### src/crf_pkg.sv
/*
 * Constants, field positions, opcode patterns and types shared by the
 * register-format instruction decoder and its opcode classifier.
 * Assumes a single processor clock domain and 32-bit instruction words.
 */
package crf_pkg;

   // =====
   // Instruction word and field positions
   // =====
   localparam int CRF_IW      = 32;
   localparam int CRF_OPC_HI  = 31;
   localparam int CRF_OPC_LO  = 26;
   localparam int CRF_SECOND_SOURCE_FIELD_HI = 25;
   localparam int CRF_SECOND_SOURCE_FIELD_LO = 21;
   localparam int CRF_DEST_HI = 20;
   localparam int CRF_DEST_LO = 16;
   localparam int CRF_FIRST_SOURCE_FIELD_HI = 15;
   localparam int CRF_FIRST_SOURCE_FIELD_LO = 11;
   localparam int CRF_IMM_HI  = 15;
   localparam int CRF_OFS_HI  = 10;
   localparam int CRF_LBIT    = 28;
   localparam int CRF_EBIT    = 27;
   localparam int CRF_IBIT    = 26;
   localparam int CRF_BIT0    = 0;
   localparam int CRF_BIT1    = 1;
   localparam int CRF_BIT2    = 2;
   localparam int CRF_SIZE_HI = 10;
   localparam int CRF_SIZE_LO = 9;
   localparam int CRF_RSV_HI  = 8;
   localparam int CRF_RSV_LO  = 5;
   localparam int CRF_SUB_HI  = 4;

   // =====
   // Control register selector codes
   // =====
   localparam logic [4:0] CRF_CREG_FAULT = 5'h00;
   localparam logic [4:0] CRF_CREG_PSTAT = 5'h01;
   localparam logic [4:0] CRF_CREG_DIRB  = 5'h02;
   localparam logic [4:0] CRF_CREG_DBRK  = 5'h03;
   localparam logic [4:0] CRF_CREG_FSTAT = 5'h04;
   localparam logic [4:0] CRF_CREG_XSTAT = 5'h05;
   localparam logic [4:0] CRF_CREG_BEA   = 5'h06;
   localparam logic [4:0] CRF_CREG_CCTL  = 5'h07;
   localparam logic [4:0] CRF_CREG_PRIV0 = 5'h08;
   localparam logic [4:0] CRF_CREG_LAST  = 5'h0B;

   // =====
   // Core escape sub-operations that carry an I/O size field
   // =====
   localparam logic [4:0] CRF_ESC_IO_LOAD  = 5'h01;
   localparam logic [4:0] CRF_ESC_IO_STORE = 5'h02;
   localparam logic [4:0] CRF_ESC_INT_ACK  = 5'h03;
   localparam logic [4:0] CRF_ESC_SPC_CYC  = 5'h04;
   localparam logic [1:0] CRF_IO_SIZE_RSV  = 2'h3;

   // =====
   // Decoded classes of the primary opcode
   // =====
   typedef enum logic [4:0] {
      CRF_OP_INT_LOAD   = 5'h00,
      CRF_OP_INT_STORE  = 5'h01,
      CRF_OP_INT_TO_FP  = 5'h02,
      CRF_OP_FP_LDST    = 5'h03,
      CRF_OP_FLUSH      = 5'h04,
      CRF_OP_PIX_STORE  = 5'h05,
      CRF_OP_CTRL_LDST  = 5'h06,
      CRF_OP_BR_IND     = 5'h07,
      CRF_OP_TRAP       = 5'h08,
      CRF_OP_ESC_FP     = 5'h09,
      CRF_OP_ESC_CORE   = 5'h0A,
      CRF_OP_CMP_BRANCH = 5'h0B,
      CRF_OP_PIPE_LOAD  = 5'h0C,
      CRF_OP_CTRL_FMT   = 5'h0D,
      CRF_OP_ADD_SUB    = 5'h0E,
      CRF_OP_LOG_SHIFT  = 5'h0F,
      CRF_OP_DBL_SHIFT  = 5'h10,
      CRF_OP_LOOP_ADD   = 5'h11,
      CRF_OP_ARI_SHIFT  = 5'h12,
      CRF_OP_LOGICAL    = 5'h13,
      CRF_OP_RESERVED   = 5'h14
   } crf_op_type;

   // =====
   // Access width codes
   // =====
   typedef enum logic [1:0] {
      CRF_INT_8  = 2'h0,
      CRF_INT_16 = 2'h1,
      CRF_INT_32 = 2'h2
   } crf_int_size_type;

   typedef enum logic [1:0] {
      CRF_FP_32  = 2'h0,
      CRF_FP_64  = 2'h1,
      CRF_FP_128 = 2'h2
   } crf_fp_size_type;

   // =====
   // Wishbone register map
   // =====
   localparam int          CRF_ADR_W    = 4;
   localparam logic [3:0]  CRF_REG_CTRL = 4'h0;
   localparam logic [3:0]  CRF_REG_STAT = 4'h4;
   localparam logic [3:0]  CRF_REG_DCNT = 4'h8;
   localparam logic [3:0]  CRF_REG_ICNT = 4'hC;
   localparam logic [31:0] CRF_CTRL_RST = 32'h0000_0001;
   localparam int          CRF_CTRL_EN  = 0;
   localparam int          CRF_CNT_W    = 16;

endpackage

### src/crf_class_if.sv
/*
 * Carrier between the decoder and its primary-opcode classifier.
 * Assumes both ends sit in the same clock domain; it is purely combinational.
 */
`timescale 1ns/100ps
interface crf_class_if;
   import crf_pkg::*;

   logic [5:0]  opcode;
   crf_op_type  op_class;
   logic        imm_capable;

   modport cls  (input opcode, output op_class, output imm_capable);
   modport user (output opcode, input op_class, input imm_capable);
endinterface

### src/crf_opclass.sv
/*
 * Combinational classifier of the six-bit primary opcode.
 * Assumes the opcode comes from an aligned 32-bit word in the same domain.
 */
`timescale 1ns/100ps
module crf_opclass (
   crf_class_if.cls cif
);
   import crf_pkg::*;

   // =====
   // Primary opcode table
   // =====
   always_comb begin
      cif.imm_capable = 1'b0;
      unique casez (cif.opcode)
         6'b000?0?: begin
            cif.op_class    = CRF_OP_INT_LOAD;
            cif.imm_capable = 1'b1;
         end
         6'b000?11: begin
            cif.op_class    = CRF_OP_INT_STORE;
            cif.imm_capable = 1'b1;
         end
         6'b000010: cif.op_class = CRF_OP_INT_TO_FP;
         6'b000110: cif.op_class = CRF_OP_RESERVED;
         6'b0010??: begin
            cif.op_class    = CRF_OP_FP_LDST;
            cif.imm_capable = 1'b1;
         end
         6'b001101: begin
            cif.op_class    = CRF_OP_FLUSH;
            cif.imm_capable = 1'b1;
         end
         6'b001111: begin
            cif.op_class    = CRF_OP_PIX_STORE;
            cif.imm_capable = 1'b1;
         end
         6'b0011?0: cif.op_class = CRF_OP_CTRL_LDST;
         6'b010000: cif.op_class = CRF_OP_BR_IND;
         6'b010001: cif.op_class = CRF_OP_TRAP;
         6'b010010: cif.op_class = CRF_OP_ESC_FP;
         6'b010011: cif.op_class = CRF_OP_ESC_CORE;
         6'b0101??: begin
            cif.op_class    = CRF_OP_CMP_BRANCH;
            cif.imm_capable = 1'b1;
         end
         6'b01100?: begin
            cif.op_class    = CRF_OP_PIPE_LOAD;
            cif.imm_capable = 1'b1;
         end
         6'b01101?: cif.op_class = CRF_OP_CTRL_FMT;
         6'b0111??: cif.op_class = CRF_OP_CTRL_FMT;
         6'b100???: begin
            cif.op_class    = CRF_OP_ADD_SUB;
            cif.imm_capable = 1'b1;
         end
         6'b1010??: begin
            cif.op_class    = CRF_OP_LOG_SHIFT;
            cif.imm_capable = 1'b1;
         end
         6'b101100: cif.op_class = CRF_OP_DBL_SHIFT;
         6'b101101: cif.op_class = CRF_OP_LOOP_ADD;
         6'b10111?: begin
            cif.op_class    = CRF_OP_ARI_SHIFT;
            cif.imm_capable = 1'b1;
         end
         6'b11???1: begin
            cif.op_class    = CRF_OP_LOGICAL;
            cif.imm_capable = 1'b1;
         end
         6'b11??00: cif.op_class = CRF_OP_LOGICAL;
         6'b11??10: cif.op_class = CRF_OP_RESERVED;
      endcase
   end

endmodule

### src/crf_decoder.sv
/*
 * Register-format instruction decoder with a Wishbone register slave.
 * Assumes fetch logic on clk_i presents one word per valid cycle.
 */
// Function
// - One aligned 32-bit instruction word per decode.
// - Register selectors are plain five-bit register numbers.
// - Control-register moves take code 0 to 11 from source two.
// - Destination is floating for fp memory, pixel store and transfer.
// - Bit 26 takes the immediate from bits 15..0, except compare-branches.
// - Compare-branch immediate is the five-bit first source field.
// - Split offset is destination field over bits 10..0.
// - Integer width: bit 28 clear is 8, else bit 0 picks 16 or 32.
// - Integer load immediate with bit 28 set clears immediate bit 0.
// - Bit 0 selects autoincrement for fp memory group and flush.
// - Fp width: bit 1 set is 32, else bit 2 picks 128 or 64.
// - Fp immediate clears bits 0, 1, and 2 when bit 1 was clear.
// - I/O and special-cycle escapes size from bits 10..9; 11 reserved.
// - Opcode 000010 is the integer to floating register transfer.
// - Opcode 010011 is core escape, 010010 the floating unit escape.
// - Compare-branch is 0101, equality bit 27, immediate bit 26.
// - 101100 double shift, 101101 loop add, 10111x arithmetic shift.
`timescale 1ns/100ps
module crf_decoder (
   // Clock and reset
   input  wire logic                        clk_i,
   input  wire logic                        rst_i,
   // Instruction from fetch
   input  wire logic                        instr_valid_i,
   input  wire logic [crf_pkg::CRF_IW-1:0]  instr_i,
   // Decoded fields
   output logic                             dec_valid_o,
   output crf_pkg::crf_op_type              op_class_o,
   output logic [4:0]                       first_source_field_o,
   output logic [4:0]                       second_source_field_o,
   output logic [4:0]                       dest_field_o,
   output logic                             dest_is_fp_o,
   output logic                             ctrl_reg_valid_o,
   output logic [4:0]                       ctrl_reg_sel_o,
   output logic                             imm_flag_o,
   output logic [15:0]                      imm_value_o,
   output logic                             split_ofs_valid_o,
   output logic [15:0]                      split_ofs_o,
   output logic                             branch_on_equal_o,
   output logic                             int_size_valid_o,
   output crf_pkg::crf_int_size_type        int_size_o,
   output logic                             fp_size_valid_o,
   output crf_pkg::crf_fp_size_type         fp_size_o,
   output logic                             autoinc_o,
   output logic [4:0]                       core_sub_op_o,
   output logic                             io_size_valid_o,
   output logic [1:0]                       io_size_o,
   output logic                             illegal_o,
   // Wishbone slave
   input  wire logic                        wb_cyc_i,
   input  wire logic                        wb_stb_i,
   input  wire logic                        wb_we_i,
   input  wire logic [crf_pkg::CRF_ADR_W-1:0] wb_adr_i,
   input  wire logic [3:0]                  wb_sel_i,
   input  wire logic [31:0]                 wb_dat_i,
   output logic [31:0]                      wb_dat_o,
   output logic                             wb_ack_o
);
   import crf_pkg::*;

   // =====
   // Opcode classifier
   // =====
   crf_class_if cif ();

   assign cif.opcode = instr_i[CRF_OPC_HI:CRF_OPC_LO];

   crf_opclass u_opclass (
      .cif (cif)
   );

   // =====
   // Decode state
   // =====
   logic                 valid_q,  valid_d;
   crf_op_type           cls_q,    cls_d;
   logic [4:0]           s1_q,     s1_d;
   logic [4:0]           s2_q,     s2_d;
   logic [4:0]           dst_q,    dst_d;
   logic                 dfp_q,    dfp_d;
   logic                 cval_q,   cval_d;
   logic [4:0]           csel_q,   csel_d;
   logic                 iflag_q,  iflag_d;
   logic [15:0]          imm_q,    imm_d;
   logic                 sval_q,   sval_d;
   logic [15:0]          sofs_q,   sofs_d;
   logic                 beq_q,    beq_d;
   logic                 isv_q,    isv_d;
   crf_int_size_type     isz_q,    isz_d;
   logic                 fsv_q,    fsv_d;
   crf_fp_size_type      fsz_q,    fsz_d;
   logic                 ainc_q,   ainc_d;
   logic [4:0]           sub_q,    sub_d;
   logic                 iov_q,    iov_d;
   logic [1:0]           iosz_q,   iosz_d;
   logic                 ill_q,    ill_d;
   logic [31:0]          ctrl_q;
   logic [CRF_CNT_W-1:0] dcnt_q,   dcnt_d;
   logic [CRF_CNT_W-1:0] icnt_q,   icnt_d;

   logic                 take;
   logic                 lbit;
   logic                 fp_mem;
   logic                 io_op;

   always_comb begin
      take   = instr_valid_i & ctrl_q[CRF_CTRL_EN];
      lbit   = instr_i[CRF_LBIT];
      fp_mem = (cif.op_class == CRF_OP_FP_LDST) ||
               (cif.op_class == CRF_OP_PIPE_LOAD) ||
               (cif.op_class == CRF_OP_PIX_STORE);
      sub_d  = instr_i[CRF_SUB_HI:0];
      io_op  = (sub_d == CRF_ESC_IO_LOAD) || (sub_d == CRF_ESC_IO_STORE) ||
               (sub_d == CRF_ESC_INT_ACK) || (sub_d == CRF_ESC_SPC_CYC);

      valid_d = take;
      cls_d   = cif.op_class;
      s1_d    = instr_i[CRF_FIRST_SOURCE_FIELD_HI:CRF_FIRST_SOURCE_FIELD_LO];
      s2_d    = instr_i[CRF_SECOND_SOURCE_FIELD_HI:CRF_SECOND_SOURCE_FIELD_LO];
      dst_d   = instr_i[CRF_DEST_HI:CRF_DEST_LO];
      dfp_d   = fp_mem || (cif.op_class == CRF_OP_INT_TO_FP);
      cval_d  = (cif.op_class == CRF_OP_CTRL_LDST);
      csel_d  = cval_d ? s2_d : CRF_CREG_FAULT;
      iflag_d = cif.imm_capable & instr_i[CRF_IBIT];
      beq_d   = (cif.op_class == CRF_OP_CMP_BRANCH) &
                instr_i[CRF_EBIT];
      isv_d   = (cif.op_class == CRF_OP_INT_LOAD) ||
                (cif.op_class == CRF_OP_INT_STORE);
      fsv_d   = fp_mem;
      ainc_d  = (fp_mem || (cif.op_class == CRF_OP_FLUSH)) &
                instr_i[CRF_BIT0];
      iov_d   = (cif.op_class == CRF_OP_ESC_CORE) & io_op;
      iosz_d  = iov_d ? instr_i[CRF_SIZE_HI:CRF_SIZE_LO] : 2'h0;
      if (cif.op_class != CRF_OP_ESC_CORE) begin
         sub_d = 5'h00;
      end

      // Width of integer accesses.
      if (!lbit) begin
         isz_d = CRF_INT_8;
      end else if (!instr_i[CRF_BIT0]) begin
         isz_d = CRF_INT_16;
      end else begin
         isz_d = CRF_INT_32;
      end

      // Width of floating-point accesses.
      if (instr_i[CRF_BIT1]) begin
         fsz_d = CRF_FP_32;
      end else if (instr_i[CRF_BIT2]) begin
         fsz_d = CRF_FP_128;
      end else begin
         fsz_d = CRF_FP_64;
      end

      // Immediate operand, with alignment forcing per group.
      imm_d = 16'h0000;
      if (iflag_d) begin
         if (cif.op_class == CRF_OP_CMP_BRANCH) begin
            imm_d = {11'h000, s1_d};
         end else if (cif.op_class == CRF_OP_INT_LOAD) begin
            imm_d = {instr_i[CRF_IMM_HI:CRF_BIT1],
                     instr_i[CRF_BIT0] & ~lbit};
         end else if (fp_mem || (cif.op_class == CRF_OP_FLUSH)) begin
            imm_d = {instr_i[CRF_IMM_HI:CRF_BIT2+1],
                     instr_i[CRF_BIT2] & instr_i[CRF_BIT1],
                     2'h0};
         end else begin
            imm_d = instr_i[CRF_IMM_HI:0];
         end
      end

      // Offset split between destination field and low bits.
      sval_d = (cif.op_class == CRF_OP_INT_STORE) ||
               (cif.op_class == CRF_OP_CMP_BRANCH) ||
               (cif.op_class == CRF_OP_LOOP_ADD);
      sofs_d = 16'h0000;
      if (sval_d) begin
         sofs_d = {dst_d, instr_i[CRF_OFS_HI:0]};
         if ((cif.op_class == CRF_OP_INT_STORE) && lbit) begin
            sofs_d[CRF_BIT0] = 1'b0;
         end
      end

      // Reserved encodings and sizes.
      ill_d = (cif.op_class == CRF_OP_RESERVED);
      if (cval_d && (s2_d > CRF_CREG_LAST)) begin
         ill_d = 1'b1;
      end
      if ((cif.op_class == CRF_OP_FLUSH) &&
          (instr_i[CRF_BIT1] || instr_i[CRF_BIT2])) begin
         ill_d = 1'b1;
      end
      if (cif.op_class == CRF_OP_ESC_CORE) begin
         if (iov_d && (iosz_d == CRF_IO_SIZE_RSV)) begin
            ill_d = 1'b1;
         end
         if (!iov_d && (instr_i[CRF_SIZE_HI:CRF_SIZE_LO] != 2'h0)) begin
            ill_d = 1'b1;
         end
         if (instr_i[CRF_RSV_HI:CRF_RSV_LO] != 4'h0) begin
            ill_d = 1'b1;
         end
      end

      // Event counters seen by software.
      dcnt_d = take ? dcnt_q + 1'b1 : dcnt_q;
      icnt_d = (take && ill_d) ? icnt_q + 1'b1 : icnt_q;

      // A disabled decoder holds its class, illegal flag and both counters, and drops valid.
      if (!take) begin
         cls_d  = cls_q;
         ill_d  = ill_q;
      end
   end

   always_ff @(posedge clk_i) begin
      if (rst_i) begin
         valid_q <= 1'b0;
         cls_q   <= CRF_OP_INT_LOAD;
         s1_q    <= 5'h00;
         s2_q    <= 5'h00;
         dst_q   <= 5'h00;
         dfp_q   <= 1'b0;
         cval_q  <= 1'b0;
         csel_q  <= CRF_CREG_FAULT;
         iflag_q <= 1'b0;
         imm_q   <= 16'h0000;
         sval_q  <= 1'b0;
         sofs_q  <= 16'h0000;
         beq_q   <= 1'b0;
         isv_q   <= 1'b0;
         isz_q   <= CRF_INT_8;
         fsv_q   <= 1'b0;
         fsz_q   <= CRF_FP_32;
         ainc_q  <= 1'b0;
         sub_q   <= 5'h00;
         iov_q   <= 1'b0;
         iosz_q  <= 2'h0;
         ill_q   <= 1'b0;
         dcnt_q  <= '0;
         icnt_q  <= '0;
      end else begin
         valid_q <= valid_d;
         cls_q   <= cls_d;
         s1_q    <= s1_d;
         s2_q    <= s2_d;
         dst_q   <= dst_d;
         dfp_q   <= dfp_d;
         cval_q  <= cval_d;
         csel_q  <= csel_d;
         iflag_q <= iflag_d;
         imm_q   <= imm_d;
         sval_q  <= sval_d;
         sofs_q  <= sofs_d;
         beq_q   <= beq_d;
         isv_q   <= isv_d;
         isz_q   <= isz_d;
         fsv_q   <= fsv_d;
         fsz_q   <= fsz_d;
         ainc_q  <= ainc_d;
         sub_q   <= sub_d;
         iov_q   <= iov_d;
         iosz_q  <= iosz_d;
         ill_q   <= ill_d;
         dcnt_q  <= dcnt_d;
         icnt_q  <= icnt_d;
      end
   end

   // =====
   // Wishbone register slave
   // =====
   logic [31:0] ctrl_d;
   logic [31:0] rdat_q,  rdat_d;
   logic        ack_q,   ack_d;

   always_comb begin
      ack_d  = wb_cyc_i & wb_stb_i & ~ack_q;
      ctrl_d = ctrl_q;
      rdat_d = 32'h0000_0000;
      if (ack_d && wb_we_i && (wb_adr_i == CRF_REG_CTRL) && wb_sel_i[0]) begin
         ctrl_d[CRF_CTRL_EN] = wb_dat_i[CRF_CTRL_EN];
      end
      if (ack_d && !wb_we_i) begin
         unique case (wb_adr_i)
            CRF_REG_CTRL: rdat_d = ctrl_q;
            CRF_REG_STAT: rdat_d = {24'h00_0000, ill_q, 2'h0, cls_q};
            CRF_REG_DCNT: rdat_d = {16'h0000, dcnt_q};
            CRF_REG_ICNT: rdat_d = {16'h0000, icnt_q};
            default:      rdat_d = 32'h0000_0000;
         endcase
      end
   end

   always_ff @(posedge clk_i) begin
      if (rst_i) begin
         ctrl_q <= CRF_CTRL_RST;
         rdat_q <= 32'h0000_0000;
         ack_q  <= 1'b0;
      end else begin
         ctrl_q <= ctrl_d;
         rdat_q <= rdat_d;
         ack_q  <= ack_d;
      end
   end

   // =====
   // Outputs
   // =====
   assign dec_valid_o           = valid_q;
   assign op_class_o            = cls_q;
   assign first_source_field_o  = s1_q;
   assign second_source_field_o = s2_q;
   assign dest_field_o          = dst_q;
   assign dest_is_fp_o          = dfp_q;
   assign ctrl_reg_valid_o      = cval_q;
   assign ctrl_reg_sel_o        = csel_q;
   assign imm_flag_o            = iflag_q;
   assign imm_value_o           = imm_q;
   assign split_ofs_valid_o     = sval_q;
   assign split_ofs_o           = sofs_q;
   assign branch_on_equal_o     = beq_q;
   assign int_size_valid_o      = isv_q;
   assign int_size_o            = isz_q;
   assign fp_size_valid_o       = fsv_q;
   assign fp_size_o             = fsz_q;
   assign autoinc_o             = ainc_q;
   assign core_sub_op_o         = sub_q;
   assign io_size_valid_o       = iov_q;
   assign io_size_o             = iosz_q;
   assign illegal_o             = ill_q;
   assign wb_dat_o              = rdat_q;
   assign wb_ack_o              = ack_q;

endmodule

### config.mk
export PLATFORM = sky130hd
export DESIGN_NAME = crf_decoder
export DESIGN_NICKNAME = d
export VERILOG_FILES = /design/src/crf_pkg.sv /design/src/crf_class_if.sv /design/src/crf_opclass.sv /design/src/crf_decoder.sv
export SDC_FILE = /design/constraint.sdc
export NUM_CORES = 1
export LEC_CHECK = 0
export ABC_AREA = 1
export BUFFER_PORTS_ARGS = -buffer_cell sky130_fd_sc_hd__buf_2
export CAP_MARGIN = 10
export CORE_UTILIZATION = 47
export DETAILED_ROUTE_END_ITERATION = 10
export HOLD_SLACK_MARGIN = 0.08
export PLACE_DENSITY = 0.77
export REMOVE_ABC_BUFFERS = 1
export SETUP_SLACK_MARGIN = 0.3
export SLEW_MARGIN = 0
export SYNTH_ARGS = -nofsm -noshare
export SYNTH_HDL_FRONTEND = slang
export SYNTH_SLANG_ARGS = --single-unit
### constraint.sdc
create_clock -name clk_i -period 1.55 [get_ports clk_i]
set_input_delay 0.31 -clock clk_i [delete_from_list [all_inputs] [get_ports clk_i]]
set_output_delay 0.31 -clock clk_i [all_outputs]
set_load 0.02 [all_outputs]
======== Word-level counts from Yosys, hierarchy flattened ========
Index checks and enable logic that the tools add are counted.
W data, S select, Z words.
word-level totals
  flip-flop bits (word level) ............. 145
  latch bits .............................. 0
  input bits .............................. 78
  memories kept ........................... 0
  memory bits (read-only) ................. 0
  RAM bits ................................ 0
operators by class
  mux-type cells .......................... 15
  bitwise logic cells ..................... 15
  multiply operators ...................... 0
  $lt $le $gt $ge ......................... 1
  add/subtract/negate cells ............... 2
  shift-type cells ........................ 0
  reduce and logical (&&, ||, !) cells .... 41
  div/mod/pow operators ................... 0
  eq/ne operators ......................... 43
operators with widths
  cell                     number
  $pmux W5 S21             1
  $pmux W16 S4             1
  $add A16 B1 Y16 const B  2
  $eq A5 B2 Y1 const B     5
  $eq A5 B3 Y1 const B     5
  $eq A5 B4 Y1 const B     5
  $eq A6 B5 Y1 const B     4
  $eq A4 B4 Y1 const B     5
  $reduce_or A2 Y1         10
  $eq A5 B5 Y1 const B     3
  $eq A4 B3 Y1 const B     3
  $eq A6 B4 Y1 const B     2
  $eq A6 B6 Y1 const B     2
  $logic_or A1 B1 Y1       11
  $reduce_or A11 Y1        1
  $eq A5 B1 Y1 const B     2
  $logic_and A1 B1 Y1      10
  $and A1 B1 Y1            9
  $logic_not A4 Y1         2
  $mux W1                  7
  $eq A3 B3 Y1 const B     2
  $eq A6 B2 Y1 const B     1
  $eq A6 B3 Y1 const B     1
  $mux W2                  3
  12 further kinds         20

======== Longest topological paths before layout ========
Gate-level depths: netlist (run 1).
  depth after elaboration ................. 13
  gate-level depth with buffers ........... 12
  gate-level depth less buffers ........... 11

======== Hierarchy ========
Synthesis (run 1) repeated with hierarchy kept, for this count alone.
unflattened totals
  cells, all modules ...................... 703
  area total of the unflattened synthesis .. 5,356.4 um^2
modules (own cells, without submodules)
  module       cells each  seq. area each (um^2)  area an instance (um^2)  instances
  crf_decoder  609         2,582.5                4,953.5                  1
  crf_opclass  94          0.0                    402.9                    1

======== Worst setup path before layout (run 1) ========
Ideal clock, no wire load.
  path type ............................... input port to flip-flop
  start ................................... in instr_i[28] (netlist name)
  end ..................................... reg imm_q[10], in the netlist imm_value_o[10]
  library setup time ...................... 114 ps
  arrival time ............................ 1,297 ps
  stages .................................. 9
  buffers on the path ..................... 1
  path slack .............................. 139 ps
  cell sequence ........................... inv_1 > nor2_1 > nand2_2 > inv_2 > nor3_1 > nand3_2 > nand4_1 > buf_4 > nor2_1
between the ends
  longest elaborated chain between the ends .. 6
  elaborated cells between the ends (all ways) .. 27
  those cells by class .................... 19 x eq/ne; 2 x mux; 2 x bitwise; 4 x reduce/logical
RTL lines
  element                                               line                RTL
  start: declaration                                    crf_decoder.sv:30   input wire logic [crf_pkg::CRF_IW-1:0] instr_i,
  branches (longest 5 deep; another with $pmux W5 S21)  --
  $reduce_or A3 Y1 (no line) *                          --
  end signal: assignment                                crf_decoder.sv:258  imm_q <= imm_d;
  end: declaration                                      crf_decoder.sv:89   logic [15:0] imm_q, imm_d;
Every way passes the cells marked *.
A chain may end at the register's enable or synchronous reset.

======== Worst setup path after layout (run 1) ========
  start ................................... reg icnt_q[0]
  end ..................................... reg icnt_q[4]
between the ends
  longest elaborated chain between the ends .. 1
RTL lines
  element                   line                RTL
  start: declaration        crf_decoder.sv:104  logic [CRF_CNT_W-1:0] icnt_q, icnt_d;
  start signal: assignment  crf_decoder.sv:272  icnt_q <= icnt_d;
  $add A16 B1 Y16           crf_decoder.sv:213  icnt_d = (take && ill_d) ? icnt_q + 1'b1 : icnt_q;
No other way between the ends.

==> summary.txt, run 1 <==
Status
  • Status: completed

Setup path
  • Crit. End Element: flip-flop
  • CP required: 2010 ps
  • CP Max Fanout: 3
  • Kind of critical path: reg2reg
  • CP Data Arrival Time: between 1500 and 2000 ps
  • Startpoint class of the critical path: flip-flop

Global route
  • Global-route wire length before repair: roughly 27,000 µm
  • Pin count of the biggest net entering global routing: 28
  • Vias in the first global route: 5,502
  • GRT Total Usage: 0.3087
  • Antenna violations before repair: 1
  • GRT overflow: 0

Clock network
  • Clock latency on the worst-skew pair: 540 ps
  • Largest buffer count on any clock path: 2
  • CTS Buf Count: 17
  • # H-tree levels: 4
  • Root Driver: clkbuf_8
  • Clk slew on worst S/H paths: 60 ps
  • Sink Count: 129
  • CTS tree: done

Placement
  • Routability cong.: approximately 0.9
  • Post-detail-place hpwl: roughly 10000 µm
  • Area after DPL: 6277 µm²
  • PortBufs: 139
  • Dpl ws: -110.5 ps

STA
  • Slew Viols, Final: 0
  • RSZ-0062 raised after global routing: true
  • # setup viols final: 0
  • Tmin final: around 1400 ps
  • Max Clk Rate: between 0.7 and 0.8 GHz
  • Final setup margin: 188.4 ps
  • Final hold violations: 0
  • Final cycle utilization of the critical path: 0.8784
  • Clk_skew: approximately 5.5 ps
  • Sum Neg Setup Slack: 0 ps

Die
  • Initial Utilization: 0.4925
  • # IOs: 190
  • Core ar.: about 10,000 µm²
  • Die Wd: 106.7 µm
  • DIE HEIGHT: 106.7 µm
  • Die ar.: approximately 11,000 µm²
  • Row Count: 37

Layout
  • Synth-to-layout area growth: 62.26%
  • Share of cells above drive strength 1: 0.4546
  • Final instance area: 8361 µm²
  • Diodes inserted: 0
  • Reg area: 2738 µm²
  • Filler cells: 634
  • Final core utilization: 0.7991
  • # nets final: 993
  • Area occupied by multi-input gates: 2331 µm²

Job
  • Max-cap violations: 0

Route
  • DR top layer: met5
  • Metal2 WL: 8825 µm
  • Avg WL per Cell: 16.63 µm
  • Vias: about 5,600
  • Vias per cell: 5.268
  • Detailed-route DRC error count: 0
  • Final antenna-violating net count: 0
  • Iteration-0 DRC Markers: 313
  • Routed wire length: 17,660 µm
  • Routed wl met3: 1629 µm
  • DRT met1 WL: roughly 6600 µm
  • Drt first pass iters: 5

Synthesis
  • Most used DFF post-synth: dfxtp_1
  • Gate Count Post-Synth: roughly 680
  • Synthesized area: 5152 µm²
  • FF+latch count, synth: 129
  • Post-synth EDFFs: 0
  • Avg Inst Size Synth: 7.588 µm²
  • Ys Warns: 0
  • Yosys cell types: 38
  • Seq/Total Area, Yosys: 0.5012
  • Ys async rst share: 0

Pwr
  • Leakage Power: approximately 3.8 nW
  • Peak supply drop: 0.9668 mV
  • PwrDens: 1021 nW/µm²
  • Final Power: 8.538 mW

Hold path
  • Hold WC Path Type: in2reg
cell families after synthesis:
logic type,share of synthesized area
DFF,0.5012
and+or+nand+nor,0.2686
buffers and inverters,0.1129
AOI/OAI and AO/OA,0.09301
xor gates and xnor gates,0.01870
other,0.0007278
adders and majority gates,0.004856
cells in the final DEF, fill, tap and decap left out, drive strengths merged:
| master | Yosys | final |
|---|---|---|
| buf | 26 | 202 |
| dfxtp | 129 | 129 |
| nor2 | 119 | 120 |
| nand2 | 115 | 116 |
| inv | 100 | 100 |
| nand3 | 46 | 46 |
| a21oi | 43 | 43 |
| dlygate4sd3 | 0 | 27 |
| o21ai | 24 | 24 |
| clkbuf | 6 | 20 |
| nor3 | 18 | 18 |
| conb | 1 | 16 |
| nand4 | 13 | 13 |
| xor2 | 11 | 11 |
| o22ai | 8 | 8 |
| clkinv | 1 | 7 |
| o211ai | 4 | 4 |
| bufinv | 0 | 4 |
| clkinvlp | 0 | 3 |
| o21a | 2 | 2 |
| nor3b | 2 | 2 |
| o221ai | 2 | 2 |
| ha | 2 | 2 |
| a31oi | 1 | 1 |
| and2 | 1 | 1 |
| or2 | 1 | 1 |
| nand3b | 1 | 1 |
| nor4 | 1 | 1 |
| a221oi | 1 | 1 |
| o2111ai | 1 | 1 |
cell usage after synthesis (3+ instances only):
library cell / number / area (µm²)
o21ai_0: 24 / 120.1
dfxtp_1: 129 / 2582
nand2_2: 4 / 25.02
inv_1: 96 / 360.4
buf_2: 3 / 15.01
clkbuf_1: 6 / 22.52
nand2_1: 109 / 409.1
o211ai_1: 4 / 30.03
o22ai_1: 8 / 50.05
a21oi_1: 41 / 205.2
buf_1: 4 / 15.01
nor2_2: 3 / 18.77
buf_4: 17 / 127.6
nor2_1: 114 / 427.9
xor2_1: 11 / 96.34
nand4_1: 13 / 81.33
inv_2: 4 / 15.01
nand3_1: 44 / 220.2
nor3_1: 17 / 85.08
worst paths after layout:
| check | start | to | slack [ps] | cells past startpoint |
|---|---|---|---|---|
| setup / recovery | icnt_q[0] | icnt_q[4] | 190 | 7 |
| hold / removal | instr_i[0] | imm_value_o[0] | 120 | 3 |
| setup reg to reg | icnt_q[0] | icnt_q[4] | 190 | 7 |
| hold reg to reg | icnt_q[7] | icnt_q[7] | 500 | 2 |
cell type report:
class                           instances  area share
Clock inverter                         13     0.02215
Timing Repair Buffer                  230      0.2532
Sequential cell                       129      0.3274
Multi-Input combinational cell        434      0.2788
Inverter                              101     0.04639
Tap cell                              136     0.02035
Clock buffer                           19     0.05163
sequential cells by signal, indices dropped and copies added, names as in the netlist, 5 cells and up:
signal / cells
core_sub_op_o: 5
ctrl_reg_sel_o: 5
dcnt_q: 16
dest_field_o: 5
first_source_field_o: 5
icnt_q: 16
imm_value_o: 16
op_class_o: 5
second_source_field_o: 5
split_ofs_o: 16
wb_dat_o: 16
report_power, final:
group          switching [mW]  internal, mW  leakage (nW)
logic                   0.509         0.373          2.41
registers              0.0518          3.40          1.10
clock network            1.54          2.66         0.298
critical path: stages (launching register included):
cell and delay [ps]:
dfxtp_4 370, ha_4 140, nand2_4 80, nor2_4 130, buf_6 110, xor2_1 130
nand3_1 140, a21oi_2 180
routing by layer:
layer / vias to the layer above / global-route usage
met5: - / 0
li1: 2600 / -
met4: 2 / 0.1438
met3: 61 / 0.1046
met1: 2611 / 0.3364
met2: 321 / 0.5378
repair_timing:
| item | 4_1_cts | 5_1_grt |
|---|---|---|
| hold buffers | 27 | 0 |
| pin swaps | 19 | 23 |
| gates resized for setup | 333 | 68 |
| buffers inserted | 11 | 4 |
| gates cloned | 1 | 1 |
| hold endpoints to repair | 54 | 0 |
| endpoints found under the setup margin | 126 | 138 |
through the flow:
stage | instances | hold slack, ps
4_1_cts | 1057 | 87.42
3_3_place_gp | 986 | 467.0
6_report | 1062 | 120.7
5_1_grt | 1062 | 131.5
3_5_place_dp | 986 | 473.9
2_1_floorplan | 662 | 372.4
No activity file was read; power rests on OpenSTA's default activity.
==> run 2: changes to the inputs <==
--- a/config.mk
+++ b/config.mk
@@ -5,13 +5,13 @@
 export SDC_FILE = /design/constraint.sdc
 export NUM_CORES = 1
 export LEC_CHECK = 0
-export ABC_AREA = 1
 export BUFFER_PORTS_ARGS = -buffer_cell sky130_fd_sc_hd__buf_2
 export CAP_MARGIN = 10
 export CORE_UTILIZATION = 47
+export CTS_CLUSTER_DIAMETER = 80
 export DETAILED_ROUTE_END_ITERATION = 10
 export HOLD_SLACK_MARGIN = 0.08
-export PLACE_DENSITY = 0.77
+export PLACE_DENSITY = 0.76
 export REMOVE_ABC_BUFFERS = 1
 export SETUP_SLACK_MARGIN = 0.3
 export SLEW_MARGIN = 0
==> run 2 against run 1 <==
- the run now ends with setup timing left
- sequential power grew 1%
- utilization grew 7.0 points
- via count grew 3.9%
- largest cell class is now multi-input gates
- highest routed layer is now met4
==> summary.txt, run 2 <==
Synthesis
  • Synth area leader: dfxtp_1
  • Synth top cells by count: 129 x dfxtp_1, 66 x nor2_1, 41 x nor2b_1, 34 x nand2_1, 25 x a21oi_1
  • Synth Area in Simple Gates: 0.2682 (-0.0003540)
  • FF+latch count, synth: 129 (unchanged)
  • Synth top area share: 0.4917 (-0.009551)
  • Count leader, synth: dfxtp_1
  • Post-synthesis mux area share: 0.03406 (+0.03406)
  • Gate Count Post-Synth: 558 (-18%)
  • XOR/XNOR Fraction of Synth Area: 0.01667 (-0.002024)
  • Top post-synthesis cells by area: dfxtp_1 49%, nor2b_1 4.9%, nor2_1 4.7%, buf_4 2.7%, and2_1 2.5%
  • Seq/Total Area, Yosys: 0.4917 (-0.009551)
  • Compound-cell area share of the yosys netlist: 0.1279 (+0.03491)
  • Ys Warns: 0 (unchanged)
  • Most used DFF post-synth: dfxtp_1
  • Ys async rst share: 0 (unchanged)
  • Yosys cell types: 70 (+84%)
  • Post-synth EDFFs: 0 (unchanged)
  • Largest family of logic cells by synthesized area: simple AND/OR/NAND/NOR gates
  • Synthesized area: 5253 µm² (+1.9%)
  • Adder-cell share of the synthesized area: 0.004764 (-0.00009255)
  • Avg Inst Size Synth: 9.413 µm² (+24%)

Route
  • Avg WL per Cell: 22.70 µm (+37%)
  • Drt first pass iters: 7 (+2)
  • Vias: 5,816 (+3.9%)
  • Routed wl met3: 2033 µm (+25%)
  • DRT met1 WL: 7749 µm (+18%)
  • Iteration-0 DRC Markers: 404 (+29%)
  • Vias per cell: 5.834 (+11%)
  • Detailed-route DRC error count: 0 (unchanged)
  • Final antenna-violating net count: 0 (unchanged)
  • DR top layer: met4
  • Metal2 WL: 11,550 µm (+31%)
  • Routed wire length: 22,630 µm (+28%)

Clock network
  • Clock latency on the worst-skew pair: 550 ps (about the same)
  • Root Driver: clkbuf_8
  • # H-tree levels: 4 (unchanged)
  • Clk slew on worst S/H paths: 60 ps (about the same)
  • CTS Buf Count: 17 (unchanged)
  • CTS tree: done
  • Largest buffer count on any clock path: 2 (unchanged)
  • Sink Count: 129 (unchanged)

Die
  • Die ar.: 11,600 µm² (+1.9%)
  • Initial Utilization: 0.4845 (-0.007932)
  • # IOs: 190 (unchanged)
  • DIE HEIGHT: 107.7 µm (+0.95%)
  • Die Wd: 107.7 µm (+0.95%)
  • Row Count: 38 (+2.7%)
  • Core ar.: 10,840 µm² (+3.6%)

Placement
  • Routability cong.: 0.8796 (-3.8%)
  • Area after DPL: 6721 µm² (+7.1%)
  • Post-detail-place hpwl: 10,740 µm (+7.8%)
  • PortBufs: 139 (unchanged)
  • Cell count after placement: 902 (-8.5%)

STA
  • Final hold violations: 0 (unchanged)
  • Tmin final: 1880 ps (+518.1 ps)
  • Slew Viols, Final: 0 (unchanged)
  • Least-Margin Pin Slew: around 500 ps
  • Slew HR: 0.6628
  • RSZ-0062 raised after global routing: true
  • Final cycle utilization of the critical path: 1.213 (+0.3342)
  • # setup viols final: 36 (+36)
  • Final setup margin: -329.7 ps (-518.1 ps)
  • Max Clk Rate: 0.5320 GHz (-28%)
  • Clk_skew: 6.247 ps (+0.7892 ps)

Global route
  • Global-route wire length before repair: 29,690 µm (+10%)
  • Antenna violations before repair: 0 (-1)
  • Pin count of the biggest net entering global routing: 29 (+3.6%)
  • GRT overflow: 0 (unchanged)
  • GRT Total Usage: 0.3439 (+0.03515)
  • Vias in the first global route: 5,682 (+3.3%)

Layout
  • Most frequent cells in the layout: 124 x buf_6, 108 x buf_4, 100 x dfxtp_2, 60 x nor2_1, 35 x buf_2
  • # nets final: 924 (-6.9%)
  • Commonest non-fill, non-tap cell in the layout: buf_6
  • Diodes inserted: 0 (unchanged)
  • Post-Layout Cell Count: 997 (-6.1%)
  • Share of cells above drive strength 1: 0.6266 (+0.1720)
  • Filler cells: 465 (-27%)
  • Final instance area: 9427 µm² (+13%)
  • Synth-to-layout area growth: 79.47%

Hold path
  • Hold path cells: 3 (unchanged)
  • Hold WC Path Type: in2reg
  • WHS Endpoint: ctrl_reg_sel_o[4]
  • Min-delay src: instr_i[25]

Pwr
  • PwrDens: 932.4 nW/µm² (-8.7%)
  • Leakage Power: 3.931 nW (+3.3%)
  • Peak supply drop: 0.9953 mV (+2.9%)

Setup path
  • Critical path cell sequence: buf_2 > buf_4 > o21bai_1 > a221oi_4 > nor2_4 > a31oi_4 > buf_12 > a2111oi_4 > mux2_4
  • R2r startpoint: icnt_q[0]
  • Worst r2r path cells: 6 (-1)
  • Reg-to-Reg End: icnt_q[6]
  • Startpoint class of the critical path: input pin
  • CP max stage cell: o21bai_1
  • Crit-path max cell delay: 430 ps (+60 ps)
  • CP required: 1980 ps (-30 ps)
  • CP Data Arrival Time: 2310 ps (+490 ps)
  • CP Max Fanout: 5 (+2)
  • R2R Setup Slk: -230 ps (-420 ps)
  • Kind of critical path: in2reg
  • Crit. End Element: flip-flop

Status
  • Failing checks: setup timing
  • Status: finished, violations left

Job
  • Max-cap violations: 0 (unchanged)
==> run 2: changes by cell type after synthesis, sizes merged, moves of 18 or more <==
cell   change
nand3     -36
inv       -96
nor2b     +41
nor2      -53
and2      +20
a21oi     -18
nand2     -81
==> run 2: per-stage QoR <==
step | TNS (ps) | util | hold WS, ps | setup slack (ps) | power (mW)
6_report | -6218 | 0.8696 | 104.5 | -329.7 | 8.789
5_1_grt | -7577 | 0.8696 | 111.3 | -353.6 | 8.959
4_1_cts | -2654 | 0.8345 | 88.55 | -186.1 | 8.515
3_3_place_gp | -33120 | 0.6200 | 440.4 | -767.4 | 4.333
2_1_floorplan | -27930 | - | 379.1 | -669.5 | 3.884
3_5_place_dp | -35260 | 0.6200 | 464.2 | -833.8 | 4.351
==> run 2: worst max-delay path by stage <==
stage | from | to | slack, ps | cells past startpoint
floorplan | instr_i[31] | icnt_q[9] | -670 | 6
finish | instr_i[0] | icnt_q[9] | -330 | 9
global placement | instr_i[31] | icnt_q[15] | -770 | 8
global route | instr_i[0] | icnt_q[9] | -350 | 9
CTS | instr_i[27] | icnt_q[15] | -190 | 8
detailed placement | instr_i[31] | icnt_q[15] | -830 | 8
==> run 2: final cells by class <==
class	count	area [µm²]	share of cell area
multi-input combinational	389	3092	0.3280
timing repair buffer	303	2855	0.3029
clock inverter	5	75.07	0.007964
tap	140	175.2	0.01858
clock buffer	27	491.7	0.05216
sequential	129	2723	0.2888
inverter	4	15.01	0.001593
==> run 2: metal layers <==
layer / GRT usage / vias to the layer above
met3: 0.1192 / 131
met5: 0 / -
met4: 0.1761 / 0
met1: 0.3540 / 2768
met2: 0.6131 / 420
li1: - / 2497
==> run 2: kinds of logic after synthesis <==
kind of cell,Yosys count
muxes,16
buffers and inverters,55
and+or+nand+nor,256
DFF,129
xor gates and xnor gates,10
AOI/OAI and AO/OA,89
adders and majority gates,2
other,1
==> run 2: power breakdown <==
| part | total, mW | switching, mW | internal (mW) |
|---|---|---|---|
| sequential | 3.49 | 0.0664 | 3.42 |
| combinational | 1.37 | 0.713 | 0.658 |
| clock | 3.93 | 1.48 | 2.46 |
| total | 8.79 | 2.26 | 6.53 |
==> run 2: timing repair <==
item,in CTS,in global routing
hold buffers,23,0
setup buffers,23,13
pin swaps,27,20
endpoints found under the hold margin,36,0
gates resized for setup,425,79
gates cloned,3,1
setup endpoints to repair,170,183
==> run 2: worst max-delay path: cells and delay by family <==
kind                   cells  cell delay [ps]
muxes                      1              330
buffers and inverters      3              440
and+or+nand+nor            1              220
AOI/OAI and AO/OA          4             1000
==> run 3: changes to the inputs <==
--- a/config.mk
+++ b/config.mk
@@ -7,11 +7,13 @@
 export LEC_CHECK = 0
 export BUFFER_PORTS_ARGS = -buffer_cell sky130_fd_sc_hd__buf_2
 export CAP_MARGIN = 10
+export CORE_MARGIN = 1.5
 export CORE_UTILIZATION = 47
 export CTS_CLUSTER_DIAMETER = 80
 export DETAILED_ROUTE_END_ITERATION = 10
 export HOLD_SLACK_MARGIN = 0.08
 export PLACE_DENSITY = 0.76
+export RECOVER_POWER = 50
 export REMOVE_ABC_BUFFERS = 1
 export SETUP_SLACK_MARGIN = 0.3
 export SLEW_MARGIN = 0
==> run 3 against run 2 <==
- the flow still finishes with violations (setup timing)
- final cell count is the same
- largest power group unchanged
- worst setup slack gained 8.8 ps
- combinational power is essentially flat
- power grew 7.7%
- critical path depth grew 2
- cell area grew 0.93%
- highest routed layer unchanged
- fmax grew 0.47%
- hold slack gained 17 ps
- largest cell class unchanged
- critical endpoint is now imm_value_o[2]
==> summary.txt, run 3 (synthesis gave the netlist of run 2 again) <==
Status
  • Status: finished, violations left
  • Failing checks: setup timing

Layout
  • Final instance area: 9514 µm² (+0.93%)
  • Diodes inserted: 0 (unchanged)
  • Final core utilization: 0.8738 (+0.004247)
  • Commonest non-fill, non-tap cell in the layout: buf_6
  • Filler cells: 487 (+4.7%)
  • Share of cells above drive strength 1: 0.6231 (-0.003501)
  • Most frequent cells in the layout: 121 x buf_6, 103 x buf_4, 101 x dfxtp_2, 61 x nor2_1, 39 x nor2b_1
  • Synth-to-layout area growth: 81.13%
  • # nets final: 925 (+0.11%)

Setup path
  • R2r startpoint: icnt_q[9]
  • Startpoint class of the critical path: input pin
  • Worst Setup SP: instr_i[27]
  • CP required: 1980 ps (about the same)
  • Kind of critical path: in2reg
  • CP Max Fanout: 6 (+1)
  • Crit. End Element: flip-flop
  • CP Data Arrival Time: 2310 ps (about the same)

Route
  • Vias: 5,832 (+0.28%)
  • Detailed-route DRC error count: 0 (unchanged)
  • Vias per cell: 5.850 (+0.28%)
  • Final antenna-violating net count: 0 (unchanged)
  • Iteration-0 DRC Markers: 438 (+8.4%)
  • Avg WL per Cell: 23.07 µm (+1.6%)
  • Drt first pass iters: 6 (-1)
  • Routed wire length: 23,000 µm (+1.6%)

STA
  • Final cycle utilization of the critical path: 1.207 (-0.005655)
  • Least-Margin Pin Slew: 586.5 ps (+81.78 ps)
  • Slew Viols, Final: 0 (unchanged)
  • Tmin final: 1871 ps (-8.766 ps)
  • Final setup margin: -320.9 ps (+8.766 ps)
  • Final hold violations: 0 (unchanged)
  • # setup viols final: 39 (+8.3%)
  • RSZ-0062 raised after global routing: true
  • Slew HR: 0.6090 (-0.05382)
  • Clk_skew: 11.91 ps (+5.662 ps)
  • Hold Slack: 121.9 ps (+17.40 ps)
  • Max Clk Rate: 0.5345 GHz (+0.47%)
  • Sum Neg Setup Slack: -6881 ps (-662.6 ps)

Die
  • Die ar.: 11,820 µm² (+1.9%)
  • Die Wd: 108.7 µm (+0.93%)
  • DIE HEIGHT: 108.7 µm (+0.93%)
  • Row Count: 38 (unchanged)
  • Initial Utilization: 0.4824 (-0.002116)
  • Core ar.: 10,890 µm² (+0.44%)
  • # IOs: 190 (unchanged)

Global route
  • GRT overflow: 0 (unchanged)
  • GRT Total Usage: 0.3243 (-0.01958)
  • Vias in the first global route: 5,511 (-3.0%)
  • Antenna violations before repair: 0 (unchanged)
  • Global-route wire length before repair: 28,810 µm (-3.0%)
  • Pin count of the biggest net entering global routing: 23 (-21%)

Clock network
  • CTS Buf Count: 17 (unchanged)
  • CTS tree: done
  • Clk slew on worst S/H paths: 70 ps (about the same)
  • Sink Count: 129 (unchanged)
  • # H-tree levels: 4 (unchanged)
  • Clock latency on the worst-skew pair: 540 ps (about the same)
  • Root Driver: clkbuf_8
  • Largest buffer count on any clock path: 2 (unchanged)

Pwr
  • Peak supply drop: 0.8962 mV (-10%)
  • Leakage Power: 3.938 nW (+0.19%)
  • PwrDens: 994.8 nW/µm² (+6.7%)

Placement
  • Area after DPL: 6736 µm² (+0.22%)
  • Routability cong.: 0.8938 (+1.6%)
  • Post-detail-place hpwl: 10,520 µm (-2.0%)
  • PortBufs: 139 (unchanged)

Hold path
  • Hold WC Path Type: in2reg
  • Min-delay src: wb_we_i

Job
  • Max-cap violations: 0 (unchanged)
run 3: cell types whose count changed in the layout (fill, tap and decap cells not counted), sizes merged:
| cell | previous run | this run |
|---|---|---|
| clkinvlp | 0 | 2 |
| clkbuf | 27 | 33 |
| buf | 280 | 264 |
| inv | 4 | 5 |
| dlygate4sd3 | 23 | 26 |
| bufinv | 2 | 6 |
run 3: final timing paths:
check / endpoint / slack, ps / depth (start not counted)
setup reg to reg: icnt_q[15] / -210 / 6
hold / removal: ctrl_q[0] / 120 / 4
hold reg to reg: wb_ack_o / 550 / 2
setup / recovery: imm_value_o[2] / -320 / 11
run 3: what timing repair did:
| action | 4_1_cts | 5_1_grt |
|---|---|---|
| setup endpoints to repair | 166 | 170 |
| resized for setup | 375 | 112 |
| endpoints found under the hold margin | 38 | 1 |
| hold buffers | 25 | 1 |
| buffers inserted | 15 | 15 |
| pin swaps | 29 | 37 |
| gates cloned | 1 | 5 |
run 3: worst max-delay path, stage by stage:
cell and delay, ps:
buf_12 110, buf_4 150, nor2b_1 270, buf_6 150, nand3_1 190, o2111a_4 250
buf_4 150, a31oi_1 170, buf_4 200, nor3_1 60, nor4_1 300
run 3: per-stage QoR:
step	cells	worst slack (ps)	power, mW
floorplan	522	-669.5	3.884
global placement	904	-784.1	4.339
detailed placement	904	-829.9	4.355
CTS	976	-179.4	9.134
global route	997	-381.4	9.660
finish	997	-320.9	9.464
run 3: per-layer routing:
layer  wire length, µm  vias up  track usage
met4              1373        0       0.1795
met3              2033      109       0.1010
met1              8084     2814       0.3505
li1                  -     2496            -
met5                 0        -            0
met2             11500      413       0.5624
run 3: final cells by class:
class | instances | area (µm²) | area share
clock inverter | 12 | 230.2 | 0.02420
clock buffer | 19 | 441.7 | 0.04642
sequential | 129 | 2724 | 0.2863
timing repair buffer | 304 | 2831 | 0.2976
multi-input combinational | 389 | 3097 | 0.3255
inverter | 4 | 15.01 | 0.001578
tap | 140 | 175.2 | 0.01841
run 3: where the power goes:
part / switching [mW] / total, mW / internal (mW)
Sequential: 0.0624 / 3.48 / 3.42
Combinational: 0.706 / 1.34 / 0.638
Clock: 1.61 / 4.64 / 3.03
Total: 2.38 / 9.46 / 7.08
